File: src/rtl/prt_timer_map.svh
// register offsets, field positions, reset values and divider counts
// assumes: included by bare name from the timer module
`ifndef PRT_TIMER_MAP_SVH
`define PRT_TIMER_MAP_SVH

// ==========================================================
// register offsets on the byte register port
`define PRT_OFS_CTRL0   4'h0
`define PRT_OFS_CTRL1   4'h1
`define PRT_OFS_CNT_LO  4'h2
`define PRT_OFS_CNT_HI  4'h3
`define PRT_OFS_CMPA_LO 4'h4
`define PRT_OFS_CMPA_HI 4'h5
`define PRT_OFS_PER_LO  4'h6
`define PRT_OFS_PER_HI  4'h7
`define PRT_OFS_FLAGS   4'h8

// ==========================================================
// field positions and reset values
`define PRT_FLAG_A_BIT  0
`define PRT_FLAG_P_BIT  1
`define PRT_CTRL0_MASK  8'hf8
`define PRT_RST_BYTE    8'h00

// ==========================================================
// prescaler divide counts for the counter clock choices
`define PRT_SYS4_DIV    4
`define PRT_FH16_DIV    16
`define PRT_FH64_DIV    64
`define PRT_TBC_DIV     256

`endif

File: src/rtl/prt_pkg.sv
// types shared by the periodic timer
// assumes: nothing beyond the map header
package prt_pkg;

  // ==========================================================
  // operating modes
  typedef enum logic [1:0] {
    PRT_MODE_COMPARE = 2'h0,
    PRT_MODE_CAPTURE = 2'h1,
    PRT_MODE_PWM     = 2'h2,
    PRT_MODE_TIMER   = 2'h3
  } prt_mode_t;

  // ==========================================================
  // control register zero layout
  typedef struct packed {
    logic       counter_pause;  // hold count
    logic [2:0] clock_select;   // counter clock source
    logic       counter_enable; // run / stop
    logic [2:0] unused;         // reads zero
  } prt_ctrl0_t;

  // control register one layout
  typedef struct packed {
    prt_mode_t  mode_select;           // operating mode
    logic [1:0] output_function;       // pin action or edge type
    logic       output_initial_level;  // initial level / active level
    logic       output_invert;         // final pin inversion
    logic       capture_source_select; // capture trigger pin
    logic       clear_select;          // clear on a / p match
  } prt_ctrl1_t;

endpackage

File: src/rtl/prt_timer.sv
// periodic timer: 10-bit up-counter, comparators a and p, five modes
// assumes: one clock, byte register port, pins are asynchronous inputs
//
// Chosen here: the address map and strobed register access.
`timescale 1ns/1ns
`include "prt_timer_map.svh"

// Overview of operation
// - mode 00 is compare match output
// - clear_select low: clear on p, both flags
// - clear_select high: clear on a, a flag only
// - compare a zero: overflow at 3ff, no flag
// - pin changes only on a match per function
// - output function zero: pin never changes
// - enable rise drives pin to initial level
// - mode 11 as compare, pin unused
// - pwm: period clears counter, a sets duty
// - period zero gives 1024 counts
// - duty at or above period is 100 percent
// - pwm raises a and p flags separately
// - pwm level, force and invert controls
// - pwm counter runs while output forced
// - single pulse starts on enable or pin
// - a match or software clear ends pulse
// - single pulse counter resets on enable only
// - capture source and edge select, 11 off
// - capture latches count into compare a
// - capture counter free runs, period clears
// - enable rise zeroes count, fall holds
// - pause holds count, release resumes
module prt_timer #(
  parameter int CNT_W   = 10,
  parameter int TBC_DIV = `PRT_TBC_DIV
) (
  // clock and reset
  input  wire logic       mclk,
  input  wire logic       rstn,
  // register port
  input  wire logic [3:0] reg_addr,
  input  wire logic [7:0] reg_wdata,
  input  wire logic       reg_wr,
  input  wire logic       reg_rd,
  output      logic [7:0] reg_rdata,
  // pins
  input  wire logic       ext_clock_pin,
  input  wire logic       capture_input_pin,
  output      logic       timer_out,
  output      logic       timer_out_used,
  // match flags
  output      logic       match_a_flag,
  output      logic       match_p_flag
);

  // ==========================================================
  // elaboration checks
  localparam int HI_W  = CNT_W - 8;
  localparam int TBC_W = (TBC_DIV > 2) ? $clog2(TBC_DIV) : 1;

  // high byte must hold the bits above eight
  if (CNT_W < 9 || CNT_W > 16) begin : g_bad_width
    $error("counter width must be 9 to 16");
  end
  if (TBC_DIV < 2) begin : g_bad_tbc
    $error("time base divide must be at least 2");
  end

  // ==========================================================
  // functions
  // address hit for a strobe
  function automatic logic hit(input logic [3:0] a, input logic [3:0] ofs);
    hit = (a == ofs);
  endfunction

  // high part of a count, zero padded to a byte
  function automatic logic [7:0] hi_byte(input logic [CNT_W-1:0] v);
    hi_byte = {{(16 - CNT_W){1'b0}}, v[CNT_W-1:8]};
  endfunction

  // ==========================================================
  // state
  prt_pkg::prt_ctrl0_t ctrl0_ff;           // pause, clock, enable
  prt_pkg::prt_ctrl1_t ctrl1_ff;           // mode and pin setup
  logic [CNT_W-1:0]    cnt_ff;             // the counter
  logic [CNT_W-1:0]    cmpa_ff;            // compare_a_value
  logic [CNT_W-1:0]    per_ff;             // period_value
  logic                flag_a_ff;          // match_a_flag
  logic                flag_p_ff;          // match_p_flag
  logic                en_prev_ff;         // enable one cycle ago
  logic                lvl_ff;             // compare output level
  logic                pin_ff;             // driven pin level
  logic                used_ff;            // pin owned by timer
  logic [7:0]          rdata_ff;           // read answer
  logic [5:0]          pre_ff;             // system prescaler
  logic [TBC_W-1:0]    tbc_ff;             // time base prescaler
  logic [2:0]          ext_sync_ff;        // ext clock pin sync
  logic                ext_f_ff;           // ext pin settled level
  logic                ext_prev_ff;        // ext level last cycle
  logic [2:0]          cap_sync_ff;        // capture pin sync
  logic                cap_f_ff;           // capture settled level
  logic                cap_prev_ff;        // capture level last cycle

  // ==========================================================
  // register decode
  wire wr_ctrl0 = reg_wr && hit(reg_addr, `PRT_OFS_CTRL0);
  wire wr_ctrl1 = reg_wr && hit(reg_addr, `PRT_OFS_CTRL1);
  wire wr_cmpl  = reg_wr && hit(reg_addr, `PRT_OFS_CMPA_LO);
  wire wr_cmph  = reg_wr && hit(reg_addr, `PRT_OFS_CMPA_HI);
  wire wr_perl  = reg_wr && hit(reg_addr, `PRT_OFS_PER_LO);
  wire wr_perh  = reg_wr && hit(reg_addr, `PRT_OFS_PER_HI);
  wire wr_flags = reg_wr && hit(reg_addr, `PRT_OFS_FLAGS);

  // ==========================================================
  // mode decode
  wire prt_pkg::prt_mode_t mode = ctrl1_ff.mode_select;
  wire [1:0] ofn    = ctrl1_ff.output_function;
  wire       oc     = ctrl1_ff.output_initial_level;
  wire       pol    = ctrl1_ff.output_invert;
  wire       is_cmp = (mode == prt_pkg::PRT_MODE_COMPARE) ||
                      (mode == prt_pkg::PRT_MODE_TIMER);
  wire       is_ps  = (mode == prt_pkg::PRT_MODE_PWM);
  wire       is_sp  = is_ps && (ofn == 2'h3);
  wire       is_pwm = is_ps && (ofn != 2'h3);
  wire       is_cap = (mode == prt_pkg::PRT_MODE_CAPTURE);

  // ==========================================================
  // pin edges from the settled levels
  wire ext_rise = ext_f_ff && !ext_prev_ff;
  wire ext_fall = !ext_f_ff && ext_prev_ff;
  wire cap_rise = cap_f_ff && !cap_prev_ff;
  wire cap_fall = !cap_f_ff && cap_prev_ff;

  // ==========================================================
  // counter clock enable
  wire [2:0] csel     = ctrl0_ff.clock_select;
  wire       t_sys4   = (pre_ff[1:0] == 2'(`PRT_SYS4_DIV - 1));
  wire       t_fh16   = (pre_ff[3:0] == 4'(`PRT_FH16_DIV - 1));
  wire       t_fh64   = (pre_ff == 6'(`PRT_FH64_DIV - 1));
  wire       t_tbc    = (tbc_ff == TBC_W'(TBC_DIV - 1));
  wire       src_tick = (csel == 3'h0) ? t_sys4 :
                        (csel == 3'h1) ? 1'b1 :
                        (csel == 3'h2) ? t_fh16 :
                        (csel == 3'h3) ? t_fh64 :
                        (csel == 3'h6) ? ext_rise :
                        (csel == 3'h7) ? ext_fall : t_tbc;

  // ==========================================================
  // run control and comparators
  wire             en      = ctrl0_ff.counter_enable;
  wire             en_rise = en && !en_prev_ff;
  // rise cycle only zeroes, pause freezes the count
  wire             tick    = en && !en_rise &&
                             !ctrl0_ff.counter_pause && src_tick;
  wire [CNT_W-1:0] cnt_inc = CNT_W'(cnt_ff + 1'b1);
  // period match on the count reaching the period, zero wraps at max
  wire             p_hit   = tick && (cnt_inc == per_ff);
  // compare modes never match a zero compare value
  wire             a_hit   = tick && !is_cap && (cnt_inc == cmpa_ff) &&
                             ((cmpa_ff != '0) || !is_cmp);

  // ==========================================================
  // capture trigger
  wire trg_rise = ctrl1_ff.capture_source_select ? ext_rise : cap_rise;
  wire trg_fall = ctrl1_ff.capture_source_select ? ext_fall : cap_fall;
  wire cap_edge = (ofn == 2'h0) ? trg_rise :
                  (ofn == 2'h1) ? trg_fall :
                  (ofn == 2'h2) ? (trg_rise || trg_fall) : 1'b0;
  wire cap_evt  = is_cap && en && cap_edge;

  // ==========================================================
  // counter clear and flag events
  wire clr_cnt = is_cmp ? (ctrl1_ff.clear_select ? a_hit : p_hit) :
                 (is_pwm || is_cap) ? p_hit : 1'b0;
  wire set_a   = is_cap ? cap_evt : a_hit;
  wire set_p   = is_cmp ? (p_hit && !ctrl1_ff.clear_select) :
                 (is_pwm || is_cap) ? p_hit : 1'b0;

  // ==========================================================
  // next counter value
  wire [CNT_W-1:0] nxt_cnt = en_rise ? '0 :
                             !tick   ? cnt_ff :
                             clr_cnt ? '0 : cnt_inc;

  // compare a: a capture outranks a software write
  wire [CNT_W-1:0] cmpa_sw = {wr_cmph ? reg_wdata[HI_W-1:0] : cmpa_ff[CNT_W-1:8],
                              wr_cmpl ? reg_wdata : cmpa_ff[7:0]};
  wire [CNT_W-1:0] nxt_cmpa = cap_evt ? cnt_ff : cmpa_sw;
  wire [CNT_W-1:0] nxt_per  = {wr_perh ? reg_wdata[HI_W-1:0] : per_ff[CNT_W-1:8],
                               wr_perl ? reg_wdata : per_ff[7:0]};

  // ==========================================================
  // control zero with hardware enable set and clear
  wire [7:0] ctrl0_sw  = wr_ctrl0 ? (reg_wdata & `PRT_CTRL0_MASK) : ctrl0_ff;
  wire       ext_act   = (csel == 3'h7) ? ext_fall : ext_rise;
  wire       sp_start  = is_sp && !en && ext_act;
  wire       sp_end    = is_sp && a_hit;
  wire       nxt_en    = sp_start ? 1'b1 : sp_end ? 1'b0 : ctrl0_sw[3];
  wire [7:0] nxt_ctrl0 = {ctrl0_sw[7:4], nxt_en, 3'h0};

  // ==========================================================
  // match flags, a new event beats a clear in the same cycle
  wire nxt_flag_a = set_a ||
                    (flag_a_ff && !(wr_flags && reg_wdata[`PRT_FLAG_A_BIT]));
  wire nxt_flag_p = set_p ||
                    (flag_p_ff && !(wr_flags && reg_wdata[`PRT_FLAG_P_BIT]));

  // ==========================================================
  // compare output level
  wire lvl_act = (ofn == 2'h1) ? 1'b0 :
                 (ofn == 2'h2) ? 1'b1 : !lvl_ff;
  wire nxt_lvl = en_rise ? oc :
                 (is_cmp && a_hit && (ofn != 2'h0)) ? lvl_act :
                 lvl_ff;

  // ==========================================================
  // pwm and single pulse levels
  wire [CNT_W:0] per_len = (per_ff == '0) ? (CNT_W + 1)'(1 << CNT_W)
                                          : {1'b0, per_ff};
  // duty at or above the period stays active all period
  wire pwm_act = ({1'b0, cnt_ff} < {1'b0, cmpa_ff}) ||
                 ({1'b0, cmpa_ff} >= per_len);
  wire pwm_lvl = (ofn == 2'h2) ? (pwm_act ? oc : !oc) :
                 (ofn == 2'h1) ? oc : !oc;
  wire sp_lvl  = nxt_en ? oc : !oc;

  // ==========================================================
  // pin drive, timer and capture modes leave the pin idle low
  wire nxt_pin  = (mode == prt_pkg::PRT_MODE_COMPARE) ? (nxt_lvl ^ pol) :
                  is_sp  ? (sp_lvl ^ pol) :
                  is_pwm ? (pwm_lvl ^ pol) : 1'b0;
  wire nxt_used = (mode == prt_pkg::PRT_MODE_COMPARE) || is_ps;

  // ==========================================================
  // read mux, unmapped offsets answer zero
  wire [7:0] rd_mux =
    hit(reg_addr, `PRT_OFS_CTRL0)   ? ctrl0_ff :
    hit(reg_addr, `PRT_OFS_CTRL1)   ? ctrl1_ff :
    hit(reg_addr, `PRT_OFS_CNT_LO)  ? cnt_ff[7:0] :
    hit(reg_addr, `PRT_OFS_CNT_HI)  ? hi_byte(cnt_ff) :
    hit(reg_addr, `PRT_OFS_CMPA_LO) ? cmpa_ff[7:0] :
    hit(reg_addr, `PRT_OFS_CMPA_HI) ? hi_byte(cmpa_ff) :
    hit(reg_addr, `PRT_OFS_PER_LO)  ? per_ff[7:0] :
    hit(reg_addr, `PRT_OFS_PER_HI)  ? hi_byte(per_ff) :
    hit(reg_addr, `PRT_OFS_FLAGS)   ? {6'h00, flag_p_ff, flag_a_ff} :
    `PRT_RST_BYTE;
  // data stand only in the cycle after the strobe
  wire [7:0] nxt_rdata = reg_rd ? rd_mux : 8'h00;

  // ==========================================================
  // pin synchronisers, a change counts once stages two and three agree
  always_ff @(posedge mclk or negedge rstn) begin
    if (!rstn) begin
      ext_sync_ff <= 3'h0;
      cap_sync_ff <= 3'h0;
      ext_f_ff    <= 1'b0;
      cap_f_ff    <= 1'b0;
      ext_prev_ff <= 1'b0;
      cap_prev_ff <= 1'b0;
    end else begin
      ext_sync_ff <= {ext_sync_ff[1:0], ext_clock_pin};
      cap_sync_ff <= {cap_sync_ff[1:0], capture_input_pin};
      // stage one feeds stage two only
      if (ext_sync_ff[1] == ext_sync_ff[2]) begin
        ext_f_ff <= ext_sync_ff[2];
      end
      if (cap_sync_ff[1] == cap_sync_ff[2]) begin
        cap_f_ff <= cap_sync_ff[2];
      end
      ext_prev_ff <= ext_f_ff;
      cap_prev_ff <= cap_f_ff;
    end
  end

  // ==========================================================
  // prescalers, free running so the tick rate is independent of enable
  always_ff @(posedge mclk or negedge rstn) begin
    if (!rstn) begin
      pre_ff <= 6'h00;
      tbc_ff <= '0;
    end else begin
      pre_ff <= 6'(pre_ff + 1'b1);
      tbc_ff <= t_tbc ? '0 : TBC_W'(tbc_ff + 1'b1);
    end
  end

  // ==========================================================
  // registers and counter
  always_ff @(posedge mclk or negedge rstn) begin
    if (!rstn) begin
      ctrl0_ff   <= `PRT_RST_BYTE;
      ctrl1_ff   <= `PRT_RST_BYTE;
      cnt_ff     <= '0;
      cmpa_ff    <= '0;
      per_ff     <= '0;
      flag_a_ff  <= 1'b0;
      flag_p_ff  <= 1'b0;
      en_prev_ff <= 1'b0;
    end else begin
      ctrl0_ff   <= nxt_ctrl0;
      if (wr_ctrl1) begin
        ctrl1_ff <= reg_wdata;
      end
      cnt_ff     <= nxt_cnt;
      cmpa_ff    <= nxt_cmpa;
      per_ff     <= nxt_per;
      flag_a_ff  <= nxt_flag_a;
      flag_p_ff  <= nxt_flag_p;
      en_prev_ff <= en;
    end
  end

  // ==========================================================
  // output flops
  always_ff @(posedge mclk or negedge rstn) begin
    if (!rstn) begin
      lvl_ff   <= 1'b0;
      pin_ff   <= 1'b0;
      used_ff  <= 1'b0;
      rdata_ff <= 8'h00;
    end else begin
      lvl_ff   <= nxt_lvl;
      pin_ff   <= nxt_pin;
      used_ff  <= nxt_used;
      rdata_ff <= nxt_rdata;
    end
  end

  // ==========================================================
  // port drive, each straight from a flop
  assign reg_rdata      = rdata_ff;
  assign timer_out      = pin_ff;
  assign timer_out_used = used_ff;
  assign match_a_flag   = flag_a_ff;
  assign match_p_flag   = flag_p_ff;

endmodule

File: config.mk
export PLATFORM = sky130hd
export DESIGN_NAME = prt_timer
export DESIGN_NICKNAME = d
export VERILOG_FILES = /design/src/rtl/prt_pkg.sv /design/src/rtl/prt_timer.sv
export VERILOG_INCLUDE_DIRS = /design/src /design/src/rtl
export SDC_FILE = /design/constraint.sdc
export NUM_CORES = 1
export LEC_CHECK = 0
export BUFFER_PORTS_ARGS = -buffer_cell sky130_fd_sc_hd__buf_2
export CORE_MARGIN = 3
export CORE_UTILIZATION = 40
export DETAILED_ROUTE_END_ITERATION = 7
export HOLD_SLACK_MARGIN = 0.15
export MAX_ROUTING_LAYER = met4
export SYNTH_ARGS = -nofsm -noshare
export SYNTH_HDL_FRONTEND = slang
export SYNTH_SLANG_ARGS = --single-unit
export TNS_END_PERCENT = 10
File: constraint.sdc
create_clock -name mclk -period 6.7 [get_ports mclk]
set_clock_uncertainty 0.05 [all_clocks]
set_input_delay 0.67 -clock mclk [delete_from_list [all_inputs] [get_ports mclk]]
set_output_delay 0.67 -clock mclk [all_outputs]
set_load 0.05 [all_outputs]
==> impl_results.md, run 1 <==
* Die Wd at approximately 120 µm
* Post-synthesis compound-gate area fraction at ~17%
* Max incr delay on CP at approximately 0.73 ns
* Via count at between 4,000 and 5,000
* Clock root buffer: clkbuf_16
* Status: finished clean
* Peak supply drop at between 0.0002 and 0.00025 V
* # hold bufs at CTS at 0
* CTS Buf Count at 9
* H-tree levels at 3
* Post-synthesis instance area at about 5000 µm²
* Crit path kind: reg2reg
* CP arrival at roughly 3.7 ns
* Post-Syn Instances at between 500 and 600
* Synth Register Bits at just over 80
* Internal power at between 1 and 1.5 mW
* Vias in the first global route at 4,055
* DRT antenna net count at 0
* Ports at 30
* Slowest cell on the critical path: o211ai_2
* Drt first pass iters at 5
* Power, Total at 1.87 mW
* Core area at ~12,000 µm²
* Yosys warnings at 0
* Synth Area in XOR/XNOR at between 5 and 6%
* Synth Area in Simple Gates at 17.3%
* Fillers at about 1,100
* Worst rel slew slack at about a third
* Pre-CTS setup slack at 3.18 ns
* Max FO, Critical Path at 18
* Crit path cell chain: nand3_1 -> nor4_4 -> xnor3_1 -> nor4bb_1 -> nand4b_2 -> o211ai_2 -> nor2b_1 -> o21ai_0 -> o31ai_1
* Power Dens Cells at between 300 and 400 nW/µm²
* Syn Area/Cell at between 9 and 10 µm²
* Static leakage at 2.49 nW
* Worst-Margin Slew at ~1.0 ns
* HP Class: reg2reg
* CTS tree: built
* Sw Ratio at 37.9%
* Final Cell Area at between 5000 and 6000 µm²
* Dpl cell area at 5190 µm²
* Global route total overflow at 0
* Layout cell share with drive strength beyond 1 at between 10% and 20%
* Dominant cell type by area after synthesis: dfrtp_1
* DP Wirelength at ~11 mm
* Sequential Power Share at 39.8%
* Die height at 117 µm
* Tmin final at approximately 3.5 ns
* Sequential area share after synthesis at 41.0%
* Unrepaired setup endpoints after global routing: false
* Post-synthesis adder-cell area fraction at approximately 7%
* Commonest non-fill, non-tap cells in the layout: dfrtp_1, nand2_1, nor2_1, o21ai_0, inv_1
* Main combinational cell family by area after synthesis: simple AND/OR/NAND/NOR gates
* Post-synthesis mux area share at between 6 and 7%
* First-pass GRT wire length at roughly 23 mm
* Largest net degree at the start of global routing at 82
* Synth unique cells at 63
* Synth area leaders: dfrtp_1, ha_1, o21ai_0, mux2_2, nand2_1
* Clock power share at 29.5%
* IO buf count at 29
* Clock Sinks at 81
* Clock latency on the worst-skew pair at ~0.35 ns
* Worst setup EP type: flop
* P_sw at about 0.71 mW
* Remaining DRCs at 0
* Final period utilization at 52.8%
* # setup viols final at 0
* Synth Flop Type: dfrtp_1
* Initial antenna violation count at 0
* Asr flop ratio synth at 100%
* Tot GR Track Use at between 20% and 30%
* Cts repair resizes at 0
* Required time worst endpoint at ~7 ns
* Crit path max-delay family: simple AND/OR/NAND/NOR gates
* Max clock buf depth at 2
* Cell row count at 39
* Iteration-0 DRC Markers at roughly 290
* Startpoint Class: flop
* Hold Vio Cnt, Final at 0
* Vias/cell at around 5.8
* Postcts setup bufs at 0
* Number of flops mapped to enable cells by yosys at 0
* Full die area at 13,700 µm²
* NumNets Final at between 500 and 600
* Ant diodes at 0
* Post-Route WL at 14.5 mm
* Clk slew on worst S/H paths at 0.06 ns
* Synth top area share at between 40 and 50%
* Synth-to-Final Area Change at 11.6%
* Pins Over Slew Limit at 0
* Initial Util at approximately 42%
* Worst path bufs/invs at 0
* Syn Nets at just under 600
* Power share of the combinational group at between 30% and 40%
* Max-cap violations at 0
* Peak Freq at roughly 280 MHz
* WL per Instance at 20.1 µm
* Total negative slack at 0 ns
* Setup ws final at approximately 3.2 ns
* Commonest non-fill, non-tap cell in the layout: dfrtp_1
* Final Wtd Congestion at 0.955
cell type report:
type,instances,area (µm²),share of cell area (%)
Multi-Input combinational cell,391,2670,48.3
Clock inverter,5,85.1,1.54
Sequential cell,81,2030,36.7
Clock buffer,11,243,4.40
Timing Repair Buffer,29,148,2.68
Inverter,39,146,2.65
Tap cell,164,205,3.72
cells in the mapped netlist (all sizes together), types with 3 or more instances:
library cell / count
and3: 4
nand3: 19
a21o: 3
nand2: 47
xnor2: 20
o21ai: 45
mux2: 16
o21a: 3
nand2b: 6
a31oi: 3
ha: 26
a21oi: 30
nand4: 4
xor2: 11
o211ai: 5
o22ai: 4
nor3: 10
or3: 3
and2: 3
inv: 38
buf: 9
nor2b: 8
o2111ai: 3
o31ai: 8
o41ai: 3
mux2i: 15
clkbuf: 15
nor4: 7
dfrtp: 81
nor2: 44
a22oi: 9
worst paths after layout:
check	end	slack, ns	startpoint	cells past startpoint
max	cnt_ff[4]$_DFFE_PN0P_	3.16	cnt_ff[2]$_DFFE_PN0P_	9
min	ext_sync_ff[1]$_DFF_PN0_	0.30	ext_sync_ff[0]$_DFF_PN0_	0
max reg2reg	cnt_ff[4]$_DFFE_PN0P_	3.16	cnt_ff[2]$_DFFE_PN0P_	9
min reg2reg	ext_sync_ff[1]$_DFF_PN0_	0.30	ext_sync_ff[0]$_DFF_PN0_	0
max in group asynchronous	cmpa_ff[0]$_DFFE_PN0P_	5.51	rstn	1
min in group asynchronous	cap_f_ff$_DFFE_PN0N_	0.46	rstn	1
state kept, by name, indices dropped and copies added (netlist names), 2 cells and up:
| signal | flops |
|---|---|
| mode | 2 |
| ofn | 2 |
| per_ff | 10 |
| cap_sync_ff | 3 |
| cmpa_ff | 10 |
| tbc_ff | 8 |
| csel | 3 |
| ext_sync_ff | 3 |
| ctrl1_ff | 2 |
| pre_ff | 6 |
| reg_rdata | 8 |
| cnt_ff | 10 |
kinds of logic (layout without fill, tap and decap cells):
group / count (synthesis) / count (layout)
buf+inv: 63 / 84
fa+ha+maj: 28 / 28
xor+xnor: 32 / 32
flops: 81 / 81
compound gates: 132 / 132
mux: 31 / 31
simple gates: 168 / 168
routing by layer:
metal | part of all wire [%] | track usage, % | wire (µm)
met2 | 43 | 32.7 | 6240
met4 | 3.4 | 10.9 | 486
met1 | 46 | 32.8 | 6640
met3 | 7.6 | 4.01 | 1100
met5 | 0 | - | 0
power groups by stage:
| stage | Combinational (mW) | Sequential [mW] | Clock [mW] |
|---|---|---|---|
| after floorplan | 0.399 | 0.703 | 0 |
| after global placement | 0.559 | 0.740 | 0 |
| after detailed placement | 0.566 | 0.742 | 0 |
| after CTS | 0.571 | 0.734 | 0.560 |
| after global routing | 0.643 | 0.750 | 0.581 |
| final | 0.573 | 0.743 | 0.549 |
per-stage QoR:
step	std cells	hold WS, ns	utilization, %
final	720	0.297	46.9
after detailed placement	704	0.285	44.1
after CTS	720	0.298	46.9
after floorplan	535	0.281	-
after global routing	720	0.308	46.9
after global placement	704	0.283	44.1
(Power assumes the default switching activity.)
==> run 2, diff against run 1 <==
Settings changed: ABC_AREA set to 1.
Clock period 6.7 ns to 3.5 ns, I/O delays scaled along.
==> run 2 against run 1 <==
Effect of this change:
- core utilization rose by 0.40 points
- area after synthesis fell by 2.3%
- setup slack got worse by 2.4 ns
- critical path depth rose by 5
- combinational power rose by 110%
- clock power rose by 71%
- flip-flop and latch count did not move
- critical endpoint is now cnt_ff[1]$_DFFE_PN0P_
- largest power group unchanged
- highest routed layer unchanged
==> impl_results.md, run 2 <==
* Status: finished clean (unchanged)
* Worst rel slew slack at 30.0% (was 32.2%)
* Final non-filler cell total at 805 (was 720)
* Asr flop ratio synth at 100% (unchanged)
* Startpoint Class: flop (unchanged)
* Cts repair resizes at 0 (unchanged)
* Clock Sinks at 81 (unchanged)
* Multi-input gate area at 2430 µm² (was 2670 µm²)
* Static leakage at 2.73 nW (was 2.49 nW)
* Sequential area share after synthesis at 41.9% (was 41.0%)
* Synth unique cells at 31 (was 63)
* Number of flops mapped to enable cells by yosys at 0 (unchanged)
* Core area at 11,600 µm² (was 11,800 µm²)
* Clk slew on worst S/H paths at 0.07 ns (was 0.06 ns)
* IO buf count at 29 (unchanged)
* Largest regs: cmpa_ff: 10 flops, cnt_ff: 10 flops, per_ff: 10 flops (unchanged)
* DP Cell Count at 787 (was 704)
* DRT antenna net count at 0 (unchanged)
* Ant diodes at 0 (unchanged)
* Final Cell Area at 5500 µm² (was 5520 µm²)
* Max-cap violations at 0 (unchanged)
* Tmin final at 2.75 ns (was 3.54 ns)
* CP arrival at 2.92 ns (was 3.69 ns)
* Synth-to-Final Area Change at 13.7% (was 11.6%)
* Synth top area share at 41.9% (was 41.0%)
* Tot GR Track Use at 24.8% (was 23.3%)
* Cell row count at 39 (unchanged)
* Synth Register Bits at 81 (unchanged)
* Count leader, synth: nand2_1 (was dfrtp_1)
* Final Wtd Congestion at 0.942 (was 0.955)
* Dpl cell area at 5190 µm² (about the same)
* Global route total overflow at 0 (unchanged)
* Hold Slack at 0.122 ns (was 0.297 ns)
* Iteration-0 DRC Markers at 397 (was 293)
* Full die area at 13,400 µm² (was 13,700 µm²)
* Clock root buffer: clkbuf_16 (unchanged)
* Worst-Margin Slew at 1.05 ns (was 1.02 ns)
* Die height at 116 µm (was 117 µm)
* Commonest non-fill, non-tap cells in the layout: nand2_1, inv_1, dfrtp_1 (was dfrtp_1, nand2_1, nor2_1, o21ai_0, inv_1)
* Hold Vio Cnt, Final at 0 (unchanged)
* Unrepaired setup endpoints after global routing: false (unchanged)
* Fillers at 1,167 (was 1,129)
* Syn Nets at 658 (was 579)
* Remaining DRCs at 0 (unchanged)
* Yosys warnings at 0 (unchanged)
* Syn Area/Cell at 7.87 µm² (was 9.24 µm²)
* Max FO, Critical Path at 10 (was 18)
* Die Wd at 116 µm (was 117 µm)
* Seq. cell area at 2030 µm² (unchanged)
* Vias/cell at 5.61 (was 5.77)
* Crit path kind: reg2reg (unchanged)
* Setup ws final at 0.751 ns (was 3.16 ns)
* Post-synthesis instance area at 4830 µm² (was 4950 µm²)
* Via count at 4,515 (was 4,157)
* Commonest non-fill, non-tap cell in the layout: nand2_1 (was dfrtp_1)
* Max clock buf depth at 2 (unchanged)
* Clock latency on the worst-skew pair at 0.36 ns (was 0.35 ns)
* CTS Buf Count at 9 (unchanged)
* Synth Flop Type: dfrtp_1 (unchanged)
* Initial antenna violation count at 0 (unchanged)
* H-tree levels at 3 (unchanged)
* Pins Over Slew Limit at 0 (unchanged)
* Drt first pass iters at 5 (unchanged)
* Pre-CTS setup slack at 0.795 ns (was 3.18 ns)
* CTS tree: built (unchanged)
* Peak Freq at 364 MHz (was 283 MHz)
* WL per Instance at 18.8 µm (was 20.1 µm)
* Initial Util at 41.6% (was 42.1%)
* Worst setup EP type: flop (unchanged)
* Peak supply drop at 0.000371 V (was 0.000229 V)
* HP Class: in2async (was reg2reg)
* Required time worst endpoint at 3.67 ns (was 6.86 ns)
* Dominant cell type by area after synthesis: dfrtp_1 (unchanged)
* Final period utilization at 78.5% (was 52.8%)
* Total negative slack at 0 ns (unchanged)
* First-pass GRT wire length at 23.9 mm (was 22.9 mm)
* DP Wirelength at 11.5 mm (was 10.6 mm)
* Post-Syn Instances at 614 (was 535)
* Largest net degree at the start of global routing at 80 (was 82)
* Vias in the first global route at 4,285 (was 4,055)
* Ports at 30 (unchanged)
* Synth top cells by count: nand2_1, inv_1, dfrtp_1, nor2_1, nand3_1 (was dfrtp_1, nand2_1, nor2_1, o21ai_0, inv_1)
* Layout cell share with drive strength beyond 1 at 11.6% (was 12.8%)
* Power Dens Cells at 628 nW/µm² (was 338 nW/µm²)
* NumNets Final at 701 (was 595)
* Synth area leaders: dfrtp_1, nand2_1, inv_1, ha_1, nand3_1 (was dfrtp_1, ha_1, o21ai_0, mux2_2, nand2_1)
* # setup viols final at 0 (unchanged)
* Post-Route WL at 15.2 mm (was 14.5 mm)
-- run 2: changes by cell type after synthesis, sizes merged, moves of 15 or more --
cell and delta:
xnor2 -17, mux2i -15, nand2 +101, inv +54, mux2 -16, nand3 +28
-- run 2: metal layers --
layer / up-vias / share of wire [%] / wire length, µm / GRT usage (%)
met3: 19 / 7.2 / 1090 / 4.49
met2: 165 / 46 / 6900 / 36.7
met5: - / 0 / 0 / -
met1: 2193 / 45 / 6880 / 34.6
li1: 2138 / - / - / -
met4: 0 / 1.9 / 289 / 7.66
-- run 2: kinds of logic (layout without fill, tap and decap cells) --
group / Yosys count / in the layout / synth area share [%]
simple gates: 284 / 284 / 26.6
buf+inv: 99 / 147 / 7.74
flops: 81 / 81 / 41.9
fa+ha+maj: 28 / 28 / 7.15
compound gates: 104 / 104 / 13.3
xor+xnor: 18 / 18 / 3.26
-- run 2: worst max-delay path, stage by stage, from the launching register on --
cell and delay, ns:
dfrtp_1 0.56, ha_1 0.32, inv_1 0.11, nor2_4 0.16, nand3_2 0.09, nand2_2 0.07, nand2_2 0.07, nand2_1 0.07
nand2_1 0.06, nor2_2 0.18, nand3_1 0.14, nor2_2 0.20, nand3_1 0.11, nand2_2 0.28, o31ai_1 0.15
-- run 2: final timing paths --
kind	cells past startpoint	endpoint	slack [ns]	from
min	1	cnt_ff[6]$_DFFE_PN0P_	0.12	rstn
min reg2reg	0	ext_sync_ff[1]$_DFF_PN0_	0.30	ext_sync_ff[0]$_DFF_PN0_
max reg2reg	14	cnt_ff[1]$_DFFE_PN0P_	0.75	cnt_ff[1]$_DFFE_PN0P_
max	14	cnt_ff[1]$_DFFE_PN0P_	0.75	cnt_ff[1]$_DFFE_PN0P_
min in group mclk	3	cmpa_ff[6]$_DFFE_PN0P_	0.19	reg_wdata[6]
max in group asynchronous	2	ctrl1_ff[1]$_DFFE_PN0P_	2.59	rstn
-- run 2: what timing repair did --
item	4_1_cts	5_1_grt
endpoints found under the hold margin	2	0
hold buffers	2	0
setup buffers	0	0
-- run 2: through the flow --
step | total power [mW] | util [%]
floorplan | 2.08 | -
global placement | 2.48 | 44.7
CTS | 3.44 | 47.3
global route | 3.67 | 47.3
finish | 3.45 | 47.3
detailed placement | 2.50 | 44.7
-- run 2: layout make-up --
type,count,share of cell area (%)
Clock inverter,6,0.933
Tap cell,143,3.26
Timing Repair Buffer,38,4.01
Sequential cell,81,36.9
Clock buffer,10,4.35
Inverter,93,6.35
Multi-Input combinational cell,434,44.2
-- run 2: report_power, final --
| group | internal, mW | leakage (nW) | switching (mW) | total (mW) |
|---|---|---|---|---|
| registers | 1.09 | 1.02 | 0.227 | 1.32 |
| logic | 0.399 | 1.56 | 0.790 | 1.19 |
| clock network | 0.510 | 0.145 | 0.431 | 0.941 |
| total | 2.00 | 2.73 | 1.45 | 3.45 |
==> run 3, diff against run 2 <==
Clock period 3.5 ns to 2.6 ns, I/O delays scaled along.
==> run 3 against run 2 <==
Effect of this change:
- first-iteration DRC count rose by 10%
- maximum frequency rose by 14%
- flip-flop and latch count did not move
- core utilization rose by 1.3 points
- sequential share of layout area fell by 0.99 points
- die area did not move
- largest cell class unchanged
==> impl_results.md, run 3 (synthesized netlist as in run 2, its figures left out) <==
* Status: finished clean (unchanged)
* Static leakage at 2.78 nW (was 2.73 nW)
* Worst path bufs/invs at 1 (unchanged)
* HP Class: in2reg (was in2async)
* Startpoint Class: flop (unchanged)
* Fillers at 1,153 (was 1,167)
* Crit path max-delay family: simple AND/OR/NAND/NOR gates (unchanged)
* Worst setup EP type: flop (unchanged)
* Full die area at 13,400 µm² (unchanged)
* WL per Instance at 18.3 µm (was 18.8 µm)
* NumNets Final at 710 (was 701)
* Ports at 30 (unchanged)
* Global route total overflow at 0 (unchanged)
* Worst rel slew slack at 52.9% (was 30.0%)
* Max FO, Critical Path at 5 (was 10)
* Worst-Margin Slew at 0.704 ns (was 1.05 ns)
* Final Wtd Congestion at 0.959 (was 0.942)
* # setup viols final at 0 (unchanged)
* Clk slew on worst S/H paths at 0.06 ns (was 0.07 ns)
* Cell row count at 39 (unchanged)
* Clock root buffer: clkbuf_16 (unchanged)
* Depth of the worst register-to-register path at 13 (was 14)
* CTS Buf Count at 9 (unchanged)
* Slowest cell on the critical path: dfrtp_1 (unchanged)
* Die height at 116 µm (unchanged)
* Multi-input gate area at 2460 µm² (was 2430 µm²)
* Crit path capture: timer_out$_DFF_PN0_ (was cnt_ff[1]$_DFFE_PN0P_)
* Flop-to-flop setup slack at 0.19 ns (was 0.75 ns)
* Drt first pass iters at 5 (unchanged)
* Largest net degree at the start of global routing at 47 (was 80)
* Max clock buf depth at 2 (unchanged)
* Commonest non-fill, non-tap cells in the layout: nand2_1, inv_1, dfrtp_1 (unchanged)
* Unrepaired setup endpoints after global routing: false (unchanged)
* Synth-to-Final Area Change at 17.0% (was 13.7%)
* Crit path kind: reg2reg (unchanged)
* Vias in the first global route at 4,336 (was 4,285)
* Initial antenna violation count at 0 (unchanged)
* Ant diodes at 0 (unchanged)
* Crit path cell chain: inv_1 -> ha_1 -> a21oi_1 -> o21ai_0 -> nand2_1 -> o2111ai_1 -> nand4_1 -> nand2_1 -> nand2_1 -> nand3_1 -> nand2_1 -> nand2_1 -> nand2_1 (was ha_1 -> inv_1 -> nor2_4 -> nand3_2 -> nand2_2 -> nand2_2 -> nand2_1 -> nand2_1 -> nor2_2 -> nand3_1 -> nor2_2 -> nand3_1 -> nand2_2 -> o31ai_1)
* Iteration-0 DRC Markers at 437 (was 397)
* Largest regs: cmpa_ff: 10 flops, cnt_ff: 10 flops, per_ff: 10 flops (unchanged)
* Core area at 11,600 µm² (unchanged)
* Final period utilization at 92.7% (was 78.5%)
* Max incr delay on CP at 0.50 ns (was 0.56 ns)
* Pre-CTS setup slack at 0.157 ns (was 0.795 ns)
* Power Dens Cells at 857 nW/µm² (was 628 nW/µm²)
* Tot GR Track Use at 23.9% (was 24.8%)
* Initial Util at 41.6% (unchanged)
* Total negative slack at 0 ns (unchanged)
* Hold Slack at 0.175 ns (was 0.122 ns)
* Cell mode on critical path: nand2_1 (was nand2_2)
* Peak Freq at 415 MHz (was 364 MHz)
* FF-to-FF Start: cmpa_ff[3]$_DFFE_PN0P_ (was cnt_ff[1]$_DFFE_PN0P_)
* Pins Over Slew Limit at 0 (unchanged)
* Commonest non-fill, non-tap cell in the layout: nand2_1 (unchanged)
* CTS tree: built (unchanged)
* Crit path depth at 13 (was 14)
* Clock latency on the worst-skew pair at 0.34 ns (was 0.36 ns)
* Worst Setup SP: cmpa_ff[3]$_DFFE_PN0P_ (was cnt_ff[1]$_DFFE_PN0P_)
* DP Wirelength at 11.3 mm (was 11.5 mm)
* Required time worst endpoint at 2.78 ns (was 3.67 ns)
* CP arrival at 2.59 ns (was 2.92 ns)
* H-tree levels at 3 (unchanged)
* Peak supply drop at 0.000404 V (was 0.000371 V)
* Hold Vio Cnt, Final at 0 (unchanged)
* Vias/cell at 5.52 (was 5.61)
* Setup ws final at 0.190 ns (was 0.751 ns)
* Remaining DRCs at 0 (unchanged)
* Clock Sinks at 81 (unchanged)
* Reg2reg end: timer_out$_DFF_PN0_ (was cnt_ff[1]$_DFFE_PN0P_)
* Die Wd at 116 µm (unchanged)
* Max-cap violations at 0 (unchanged)
* Tmin final at 2.41 ns (was 2.75 ns)
* Seq. cell area at 2030 µm² (about the same)
* Layout cell share with drive strength beyond 1 at 12.8% (was 11.6%)
* Post-Route WL at 14.9 mm (was 15.2 mm)
* First-pass GRT wire length at 23.7 mm (was 23.9 mm)
* Via count at 4,491 (was 4,515)
* DRT antenna net count at 0 (unchanged)
* IO buf count at 29 (unchanged)
## run 3: worst min-delay path by stage
stage	from	endpoint	slack [ns]	cells past startpoint
2_1_floorplan	rstn	cap_f_ff$_DFFE_PN0N_	-0.09	0
3_3_place_gp	rstn	cmpa_ff[5]$_DFFE_PN0P_	0.22	1
3_5_place_dp	rstn	cmpa_ff[5]$_DFFE_PN0P_	0.23	1
4_1_cts	reg_wdata[2]	cmpa_ff[2]$_DFFE_PN0P_	0.17	3
5_1_grt	reg_wdata[2]	pol$_DFFE_PN0P_	0.18	3
6_report	reg_wdata[2]	cmpa_ff[2]$_DFFE_PN0P_	0.17	3
## run 3: per-stage QoR
stage / utilization, % / cells / power, mW / area [µm²]
global placement: 45.0 / 790 / 3.36 / 5220
CTS: 48.4 / 813 / 4.81 / 5620
global route: 48.7 / 814 / 5.15 / 5650
detailed placement: 45.0 / 790 / 3.37 / 5220
finish: 48.7 / 814 / 4.84 / 5650
floorplan: - / 614 / 2.79 / 4830
## run 3: per-layer routing
| metal | wire [µm] | GRT usage [%] | part of all wire (%) |
|---|---|---|---|
| met2 | 6630 | 34.9 | 44 |
| met1 | 6930 | 34.2 | 46 |
| met5 | 0 | - | 0 |
| met4 | 376 | 7.73 | 2.5 |
| met3 | 975 | 3.60 | 6.5 |
## run 3: area by class of cell
cell class | instances | area share, %
sequential | 81 | 35.9
clock inverter | 6 | 1.73
inverter | 93 | 6.18
tap | 143 | 3.17
timing repair buffer | 47 | 5.53
multi-input combinational | 434 | 43.5
clock buffer | 10 | 4.05
## run 3: what timing repair did
action / 4_1_cts / 5_1_grt
resized for setup: 0 / 7
hold buffers: 7 / 0
setup endpoints to repair: 0 / 11
setup buffers: 0 / 1
endpoints found under the hold margin: 41 / 0
## run 3: report_power, final
part	switching [mW]	internal (mW)	leakage, nW
Combinational	1.09	0.579	1.60
Sequential	0.283	1.47	1.02
Clock	0.556	0.857	0.160
## run 3: tightest hold or removal path, stage by stage
cell and delay, ns:
buf_2 0.11, nand3_1 0.09, o221ai_1 0.07
